File: config.mk
export PLATFORM = sky130hd
export DESIGN_NAME = ifb_flag_bank
export DESIGN_NICKNAME = d
export VERILOG_FILES = /design/src/rtl/ifb_pkg.sv /design/src/rtl/ifb_flag_bank.sv
export SDC_FILE = /design/constraint.sdc
export NUM_CORES = 1
export LEC_CHECK = 0
export ABC_AREA = 0
export BUFFER_PORTS_ARGS = -buffer_cell sky130_fd_sc_hd__buf_2
export CAP_MARGIN = 20
export CORE_MARGIN = 2
export CORE_UTILIZATION = 45
export CTS_CLUSTER_SIZE = 14
export DETAILED_ROUTE_END_ITERATION = 6
export GPL_TIMING_DRIVEN = 0
export PLACE_DENSITY_LB_ADDON = 0.1
export SKIP_LAST_GASP = 1
export SYNTH_ARGS = -nofsm -noshare
export SYNTH_HDL_FRONTEND = slang
export SYNTH_SLANG_ARGS = --single-unit
File: constraint.sdc
create_clock -name sys_clk -period 1.3 [get_ports sys_clk]
set_clock_uncertainty 0.1 [all_clocks]
set_input_delay 0.26 -clock sys_clk [delete_from_list [all_inputs] [get_ports sys_clk]]
set_output_delay 0.26 -clock sys_clk [all_outputs]
set_load 0.03 [all_outputs]
File: src/rtl/ifb_pkg.sv
// constants for the interrupt flag status bank
package ifb_pkg;

  // ****************************************
  // widths
  // ****************************************
  localparam int ADDR_W = 4;
  localparam int DATA_W = 16;

  // ****************************************
  // register offsets, word index
  // ****************************************
  localparam logic [3:0] OFF_GRP2 = 4'h0;
  localparam logic [3:0] OFF_GRP3 = 4'h1;
  localparam logic [3:0] OFF_GRP4 = 4'h2;
  localparam logic [3:0] OFF_GRP5 = 4'h3;

  // ****************************************
  // implemented bits and reset values
  // ****************************************
  localparam logic [15:0] MASK_GRP2 = 16'h3FE3;
  localparam logic [15:0] MASK_GRP3 = 16'h4066;
  localparam logic [15:0] MASK_GRP4 = 16'h210E;
  localparam logic [15:0] MASK_GRP5 = 16'h3FBE;
  localparam logic [15:0] RST_FLAGS = 16'h0000;

  // ****************************************
  // bit positions, group two
  // ****************************************
  localparam int B2_PARALLEL  = 13;
  localparam int B2_CMP8      = 12;
  localparam int B2_CMP7      = 11;
  localparam int B2_CMP6      = 10;
  localparam int B2_CMP5      = 9;
  localparam int B2_CAP6      = 8;
  localparam int B2_CAP5      = 7;
  localparam int B2_CAP4      = 6;
  localparam int B2_CAP3      = 5;
  localparam int B2_SER2_EVT  = 1;
  localparam int B2_SER2_FLT  = 0;

  // ****************************************
  // bit positions, group three
  // ****************************************
  localparam int B3_CALENDAR  = 14;
  localparam int B3_EXT4      = 6;
  localparam int B3_EXT3      = 5;
  localparam int B3_TW2_MST   = 2;
  localparam int B3_TW2_SLV   = 1;

  // ****************************************
  // bit positions, group four
  // ****************************************
  localparam int B4_CHARGE    = 13;
  localparam int B4_LOWVOLT   = 8;
  localparam int B4_CHECKSUM  = 3;
  localparam int B4_UART2_ERR = 2;
  localparam int B4_UART1_ERR = 1;

  // ****************************************
  // bit positions, group five
  // ****************************************
  localparam int B5_CAP9      = 13;
  localparam int B5_CMP9      = 12;
  localparam int B5_SER3_EVT  = 11;
  localparam int B5_SER3_FLT  = 10;
  localparam int B5_UART4_TX  = 9;
  localparam int B5_UART4_RX  = 8;
  localparam int B5_UART4_ERR = 7;
  localparam int B5_TW3_MST   = 5;
  localparam int B5_TW3_SLV   = 4;
  localparam int B5_UART3_TX  = 3;
  localparam int B5_UART3_RX  = 2;
  localparam int B5_UART3_ERR = 1;

endpackage : ifb_pkg

File: src/rtl/ifb_flag_bank.sv
// four sticky interrupt flag registers behind a simple register port
// ****************************************
// flag bank top
// ****************************************
// Notes on behaviour
// - flag reads one after request, else zero
// - software reads and writes every flag
// - unused bits read zero, ignore writes
// - all flags zero after reset
// - group two bit 13 parallel port
// - group two bits 12..9 compare 8..5
// - group two bits 8..5 capture 6..3
// - group two bits 1,0 serial two
// - group three bit 14 calendar clock
// - group three bits 6,5 external 4,3
// - group three bits 2,1 two-wire two
// - group four bit 13 charge measure
// - group four bit 8 low voltage
// - group four bit 3 checksum generator
// - group four bits 2,1 uart errors
// - group five bits 13,12 capture/compare 9
// - group five bits 11,10 serial three
// - group five bits 9..7 uart four
// - group five bits 5,4 two-wire three
// - group five bits 3..1 uart three
//
// Our own choices: the register addresses and the address-and-strobe port.
module ifb_flag_bank
  import ifb_pkg::*;
(
  input  logic              sys_clk,                  // system clock
  input  logic              resetn,                   // async reset, low
  input  logic              clk_en,                   // freezes state low
  input  logic [ADDR_W-1:0] reg_addr,                 // register index
  input  logic [DATA_W-1:0] reg_wdata,                // write data
  input  logic              reg_wr,                   // write strobe
  input  logic              reg_rd,                   // read strobe
  output logic [DATA_W-1:0] reg_rdata,                // read data
  input  logic              parallel_port_req,        // event pulse
  input  logic              compare_ch8_req,          // event pulse
  input  logic              compare_ch7_req,          // event pulse
  input  logic              compare_ch6_req,          // event pulse
  input  logic              compare_ch5_req,          // event pulse
  input  logic              capture_ch6_req,          // event pulse
  input  logic              capture_ch5_req,          // event pulse
  input  logic              capture_ch4_req,          // event pulse
  input  logic              capture_ch3_req,          // event pulse
  input  logic              serial_periph2_event_req, // event pulse
  input  logic              serial_periph2_fault_req, // event pulse
  input  logic              calendar_clock_req,       // event pulse
  input  logic              ext_irq4_req,             // event pulse
  input  logic              ext_irq3_req,             // event pulse
  input  logic              twowire2_master_req,      // event pulse
  input  logic              twowire2_slave_req,       // event pulse
  input  logic              charge_measure_req,       // event pulse
  input  logic              low_voltage_req,          // event pulse
  input  logic              checksum_gen_req,         // event pulse
  input  logic              serial_port2_error_req,   // event pulse
  input  logic              serial_port1_error_req,   // event pulse
  input  logic              capture_ch9_req,          // event pulse
  input  logic              compare_ch9_req,          // event pulse
  input  logic              serial_periph3_event_req, // event pulse
  input  logic              serial_periph3_fault_req, // event pulse
  input  logic              serial_port4_tx_req,      // event pulse
  input  logic              serial_port4_rx_req,      // event pulse
  input  logic              serial_port4_error_req,   // event pulse
  input  logic              twowire3_master_req,      // event pulse
  input  logic              twowire3_slave_req,       // event pulse
  input  logic              serial_port3_tx_req,      // event pulse
  input  logic              serial_port3_rx_req,      // event pulse
  input  logic              serial_port3_error_req,   // event pulse
  output logic [DATA_W-1:0] flags_two,                // pending, group 2
  output logic [DATA_W-1:0] flags_three,              // pending, group 3
  output logic [DATA_W-1:0] flags_four,               // pending, group 4
  output logic [DATA_W-1:0] flags_five                // pending, group 5
);

  // ****************************************
  // state and helpers
  // ****************************************

  // all flops of the block
  typedef struct packed {
    logic [DATA_W-1:0] grp2;
    logic [DATA_W-1:0] grp3;
    logic [DATA_W-1:0] grp4;
    logic [DATA_W-1:0] grp5;
    logic [DATA_W-1:0] rdata;
  } ifb_state_t;

  ifb_state_t        st;
  ifb_state_t        next_st;
  logic [DATA_W-1:0] ev2;
  logic [DATA_W-1:0] ev3;
  logic [DATA_W-1:0] ev4;
  logic [DATA_W-1:0] ev5;

  // address decode, shared by write and read paths
  function automatic logic ifb_sel(
    input logic [ADDR_W-1:0] addr,
    input logic [ADDR_W-1:0] off
  );
    return addr == off;
  endfunction

  // one flag register: write loads, events set on top
  function automatic logic [DATA_W-1:0] ifb_update(
    input logic [DATA_W-1:0] cur,
    input logic [DATA_W-1:0] ev,
    input logic [DATA_W-1:0] mask,
    input logic [DATA_W-1:0] wd,
    input logic              hit
  );
    logic [DATA_W-1:0] base;
    base = hit ? (wd & mask) : cur;
    return (base | ev) & mask;
  endfunction

  // ****************************************
  // event placement
  // ****************************************

  // group two sources
  always_comb
  begin
    ev2 = '0;
    ev2[B2_PARALLEL] = parallel_port_req;
    ev2[B2_CMP8]     = compare_ch8_req;
    ev2[B2_CMP7]     = compare_ch7_req;
    ev2[B2_CMP6]     = compare_ch6_req;
    ev2[B2_CMP5]     = compare_ch5_req;
    ev2[B2_CAP6]     = capture_ch6_req;
    ev2[B2_CAP5]     = capture_ch5_req;
    ev2[B2_CAP4]     = capture_ch4_req;
    ev2[B2_CAP3]     = capture_ch3_req;
    ev2[B2_SER2_EVT] = serial_periph2_event_req;
    ev2[B2_SER2_FLT] = serial_periph2_fault_req;
  end

  // group three sources
  always_comb
  begin
    ev3 = '0;
    ev3[B3_CALENDAR] = calendar_clock_req;
    ev3[B3_EXT4]     = ext_irq4_req;
    ev3[B3_EXT3]     = ext_irq3_req;
    ev3[B3_TW2_MST]  = twowire2_master_req;
    ev3[B3_TW2_SLV]  = twowire2_slave_req;
  end

  // group four sources
  always_comb
  begin
    ev4 = '0;
    ev4[B4_CHARGE]    = charge_measure_req;
    ev4[B4_LOWVOLT]   = low_voltage_req;
    ev4[B4_CHECKSUM]  = checksum_gen_req;
    ev4[B4_UART2_ERR] = serial_port2_error_req;
    ev4[B4_UART1_ERR] = serial_port1_error_req;
  end

  // group five sources
  always_comb
  begin
    ev5 = '0;
    ev5[B5_CAP9]      = capture_ch9_req;
    ev5[B5_CMP9]      = compare_ch9_req;
    ev5[B5_SER3_EVT]  = serial_periph3_event_req;
    ev5[B5_SER3_FLT]  = serial_periph3_fault_req;
    ev5[B5_UART4_TX]  = serial_port4_tx_req;
    ev5[B5_UART4_RX]  = serial_port4_rx_req;
    ev5[B5_UART4_ERR] = serial_port4_error_req;
    ev5[B5_TW3_MST]   = twowire3_master_req;
    ev5[B5_TW3_SLV]   = twowire3_slave_req;
    ev5[B5_UART3_TX]  = serial_port3_tx_req;
    ev5[B5_UART3_RX]  = serial_port3_rx_req;
    ev5[B5_UART3_ERR] = serial_port3_error_req;
  end

  // ****************************************
  // next state
  // ****************************************

  // flag update and read mux
  always_comb
  begin
    next_st      = st;
    next_st.grp2 = ifb_update(st.grp2, ev2, MASK_GRP2, reg_wdata,
                              reg_wr && ifb_sel(reg_addr, OFF_GRP2));
    next_st.grp3 = ifb_update(st.grp3, ev3, MASK_GRP3, reg_wdata,
                              reg_wr && ifb_sel(reg_addr, OFF_GRP3));
    next_st.grp4 = ifb_update(st.grp4, ev4, MASK_GRP4, reg_wdata,
                              reg_wr && ifb_sel(reg_addr, OFF_GRP4));
    next_st.grp5 = ifb_update(st.grp5, ev5, MASK_GRP5, reg_wdata,
                              reg_wr && ifb_sel(reg_addr, OFF_GRP5));
    // data valid only in the cycle after the strobe
    next_st.rdata = '0;
    if (reg_rd)
    begin
      if (ifb_sel(reg_addr, OFF_GRP2))
        next_st.rdata = st.grp2;
      else if (ifb_sel(reg_addr, OFF_GRP3))
        next_st.rdata = st.grp3;
      else if (ifb_sel(reg_addr, OFF_GRP4))
        next_st.rdata = st.grp4;
      else if (ifb_sel(reg_addr, OFF_GRP5))
        next_st.rdata = st.grp5;
    end
  end

  // ****************************************
  // registers
  // ****************************************

  // state flops, frozen while clk_en is low
  always_ff @(posedge sys_clk or negedge resetn)
  begin
    if (!resetn)
    begin
      st.grp2  <= RST_FLAGS;
      st.grp3  <= RST_FLAGS;
      st.grp4  <= RST_FLAGS;
      st.grp5  <= RST_FLAGS;
      st.rdata <= RST_FLAGS;
    end
    else if (clk_en)
    begin
      st <= next_st;
    end
  end

  // outputs straight from flops
  assign flags_two   = st.grp2;
  assign flags_three = st.grp3;
  assign flags_four  = st.grp4;
  assign flags_five  = st.grp5;
  assign reg_rdata   = st.rdata;
endmodule // ifb_flag_bank

# == Yosys cells after proc, flatten, opt, wreduce, memory -nomap -nowiden ==
# Cells that the tools add are included.
# totals
inputBits,58
romBits,0
mem_count,0
ramBits,0
word_cells,26
latchBits,0
output_inout_bits,80
ff_bits,49
# op_classes
eq_ne,3
shift,0
multipliers,0
n_div,0
bitwise_logic,4
reduce_logical,5
n_lt_le_gt_ge,0
addsub,0
n_mux,9
# op_table
operator,count
2-to-1 mux 14 bit,5
2-to-1 mux 15 bit,3
OR 14 bit,3
2-to-1 mux 16 bit,1
OR 15 bit,1
"equality test 4 x 2 -> 1 bit, second input constant",2
"equality test 4 x 1 -> 1 bit, second input constant",1
logical AND 1 bit,4
zero test 4 bit,1

# == Longest topological paths before layout ==
# logic_depth
depth_word,6
ltp_mapped,5
ltp_nobuf,3

# == Worst setup path after synthesis ==
# Ideal clock, no wire load.
# synth_timing
path_type,input -> register
start,input port clk_en
end,"register st, in the netlist flags_five[10]"
setup_slack_ns,-0.104
cell_stages,5
arrival_time_ns,1.178
setup_ns,0.126
path_buffers,2
required_time_ns,1.074
cell_sequence,buf_4 and4bb_4 nand2_1 buf_2 a221o_1
# synth_rtl
element,line_no,source
from (decl),ifb_flag_bank.sv:33,"input logic clk_en,"
to (signal assigned),ifb_flag_bank.sv:228,st <= next_st;
to (decl),ifb_flag_bank.sv:91,ifb_state_t st;

# == Final worst setup path ==
# layout_timing
start,"register st, in the netlist flags_five[5]"
end,output port flags_five[5]
# layout_rtl
element,line_no,source
to (decl),ifb_flag_bank.sv:75,output logic [DATA_W-1:0] flags_five
# No word-level cell between the ends.

==> out/metrics.csv <==
stage;metric;value;unit
clock_tree;path_clk_slew;90;ps
setup_path;worst_path_dominant_cell_family;flip-flops;
detailed_routing;firstDrtPassIters;5;
die;dieArea;6349;µm²
timing;setup_ws;19.76;ps
placed_design;gp_congestion;0.8371;
grt;grt_util_all_layers;0.2393;
grt;grt_pass1_wl;11490;µm
placed_design;dp_hpwl;5489;µm
detailed_routing;route.detailed.drc;0;
clock_tree;cts_tree;done;
placed_design;dp_cells;452;
finish;area_growth;37.33;%
die;fp.dieH;79.68;µm
detailed_routing;ant_nets;0;
synthesis;netlist_area;2577;µm²
synthesis;yosys_register_bits;48;
die;coreArea;5507;µm²
setup_path;arrival;920;ps
timing;slew_headroom;0.5936;
synthesis;ys_seq_area_frac;0.4660;
grt;grt_pass1_vias;2211;
power_and_ir_drop;p_leak;0.001753;µW
finish;drive_above_1_share;0.4315;
timing;finalSetupViolCount;0;
clock_tree;cts_max_level;2;
timing;period_minus_slack;1280;ps
detailed_routing;initialDrtViolationCount;156;
placed_design;post-place-ws;-289.4;ps
setup_path;worstPathMaxFanout;3;
setup_path;critPathKind;reg -> out;
run;cap_violations;0;
die;initial_core_util;0.4681;
detailed_routing;vias;2450;
power_and_ir_drop;cellPowerDensity;968.2;nW/µm²
synthesis;ys_types;32;
finish;stdcell_count;466;
placed_design;postPlaceCellArea;3342;µm²
setup_path;cp_cell_sequence;buf_2;
synthesis;syn_avg_cell_area;10.44;µm²
finish;final_area;3540;µm²
detailed_routing;viasPerCell;5.258;
finish;final_nets;451;
timing;drv_slew;0;
die;die_x;79.68;µm
clock_tree;cts_buffer_depth;2;
clock_tree;clk_latency;300;ps
setup_path;crit_path_start_kind;flip-flop;
hold_path;hold_path_class;in -> reg;
setup_path;crit_path_top_delay_cell;dfrtp_1;
die;ios;138;
power_and_ir_drop;power.total;3427;µW
setup_path;required;940;ps
finish;layout_commonest_cell;buf_2;
timing;worstMarginPinSlew;609.5;ps
setup_path;cp-end-kind;primary output;
synthesis;ys_warn_count;0;
die;rows;27;
grt;grt-ovfl-total;0;
grt;grt_max_degree;49;
clock_tree;clock_sinks;48;
finish;diodes;0;
synthesis;syn_inst;247;
grt;antenna_found_initial;0;
placed_design;portBuffers;102;
timing;finalSetupTns;0;ps
finish;nFillCells;494;
setup_path;critPathMaxStageDelay;400;ps
clock_tree;cts-buffers-inserted;5;
power_and_ir_drop;ir_drop;0.0004162;V
clock_tree;cts_root_buf;clkbuf_8;
timing;max_freq;781.1;MHz
setup_path;cp_num_buf_inv;1;
timing;finalHoldViolCount;0;
detailed_routing;wl_per_cell;16.22;µm
outcome;status;finished clean;
timing;post-route-period-util;0.9848;
finish;final_cell_mix;buf_2 (97), dfrtp_1 (48), buf_4 (36), conb_1 (32), a21oi_1 (24);
detailed_routing;routed_wl;7558;µm
## cell families after synthesis
group / after synthesis / synth area share
other cells: 1 / 0.001455
flops: 48 / 0.4660
compound gates: 70 / 0.2000
mux: 16 / 0.06845
simple gates: 60 / 0.1335
buf+inv: 52 / 0.1306
## sequential cells by signal, indices dropped and copies added, names as in the netlist
signal / flops
flags_three: 5
flags_two: 11
reg_rdata: 15
flags_four: 5
flags_five: 12
## final timing paths
kind,slack (ps),depth (start not counted),startpoint,to
max reg2reg,60,3,flags_four[1]$_DFFE_PN0P_,reg_rdata[1]$_DFFE_PN0P_
min reg2reg,390,1,reg_rdata[11]$_DFFE_PN0P_,reg_rdata[11]$_DFFE_PN0P_
min,50,3,twowire2_master_req,flags_three[2]$_DFFE_PN0P_
max,20,1,flags_five[5]$_DFFE_PN0P_,flags_five[5]
min in group asynchronous,390,2,resetn,flags_four[8]$_DFFE_PN0P_
max in group asynchronous,180,3,resetn,flags_five[4]$_DFFE_PN0P_
## layout make-up
type | instances | area, µm² | area share
inverter | 3 | 11.26 | 0.003181
sequential | 48 | 1201 | 0.3393
timing repair buffer | 108 | 594.3 | 0.1679
clock inverter | 2 | 35.03 | 0.009898
multi-input combinational | 178 | 1164 | 0.3287
buffer | 49 | 371.6 | 0.1050
tap | 72 | 90.09 | 0.02545
clock buffer | 6 | 72.57 | 0.02050
## Yosys cell counts, drive strengths merged
cell type	n	area [µm²]
dfrtp	48	1201
buf	42	299.0
nor2b	1	6.260
a221o	17	170.2
a32o	1	10.01
mux4	1	22.52
nand3b	1	7.510
nand3	13	65.06
o22ai	2	12.51
nor3	6	30.03
nand4bb	1	27.53
nor2	2	7.510
inv	2	7.510
and2	1	6.260
clkinv	1	3.750
clkbuf	7	26.28
a32oi	2	17.52
o2bb2ai	11	96.34
and3	13	81.33
mux2	3	33.78
o41ai	3	26.28
o21ai	5	25.02
nand2	18	67.56
a21oi	24	120.1
nand2b	1	6.260
mux2i	12	120.1
and4bb	1	16.27
a22oi	5	37.54
conb	1	3.750
or3	2	22.52
## per-layer routing
layer | track usage | wire length (µm)
met1 | 0.3431 | 3176
met2 | 0.3714 | 3557
met3 | 0.03959 | 713
met4 | 0.07414 | 110
met5 | 0 | 0
## through the flow
step / utilization / hold WS [ps]
finish: 0.6428 / 50.17
global route: 0.6428 / 53.12
CTS: 0.6264 / 52.31
detailed placement: 0.6069 / 362.7
global placement: 0.6069 / 361.9
floorplan: - / -135.6
## timing repair
item / 4_1_cts / 5_1_grt
resized for setup: 0 / 14
setup buffers: 0 / 4
endpoints found under the setup margin: 0 / 19
hold buffers: 0 / 1
endpoints found under the hold margin: 0 / 22
## power breakdown
part	switching, µW	leakage, µW	internal (µW)
Clock	504	0.0000552	572
Sequential	40.0	0.000503	1540
Combinational	485	0.00120	283
No activity file was read; power rests on OpenSTA's default activity.
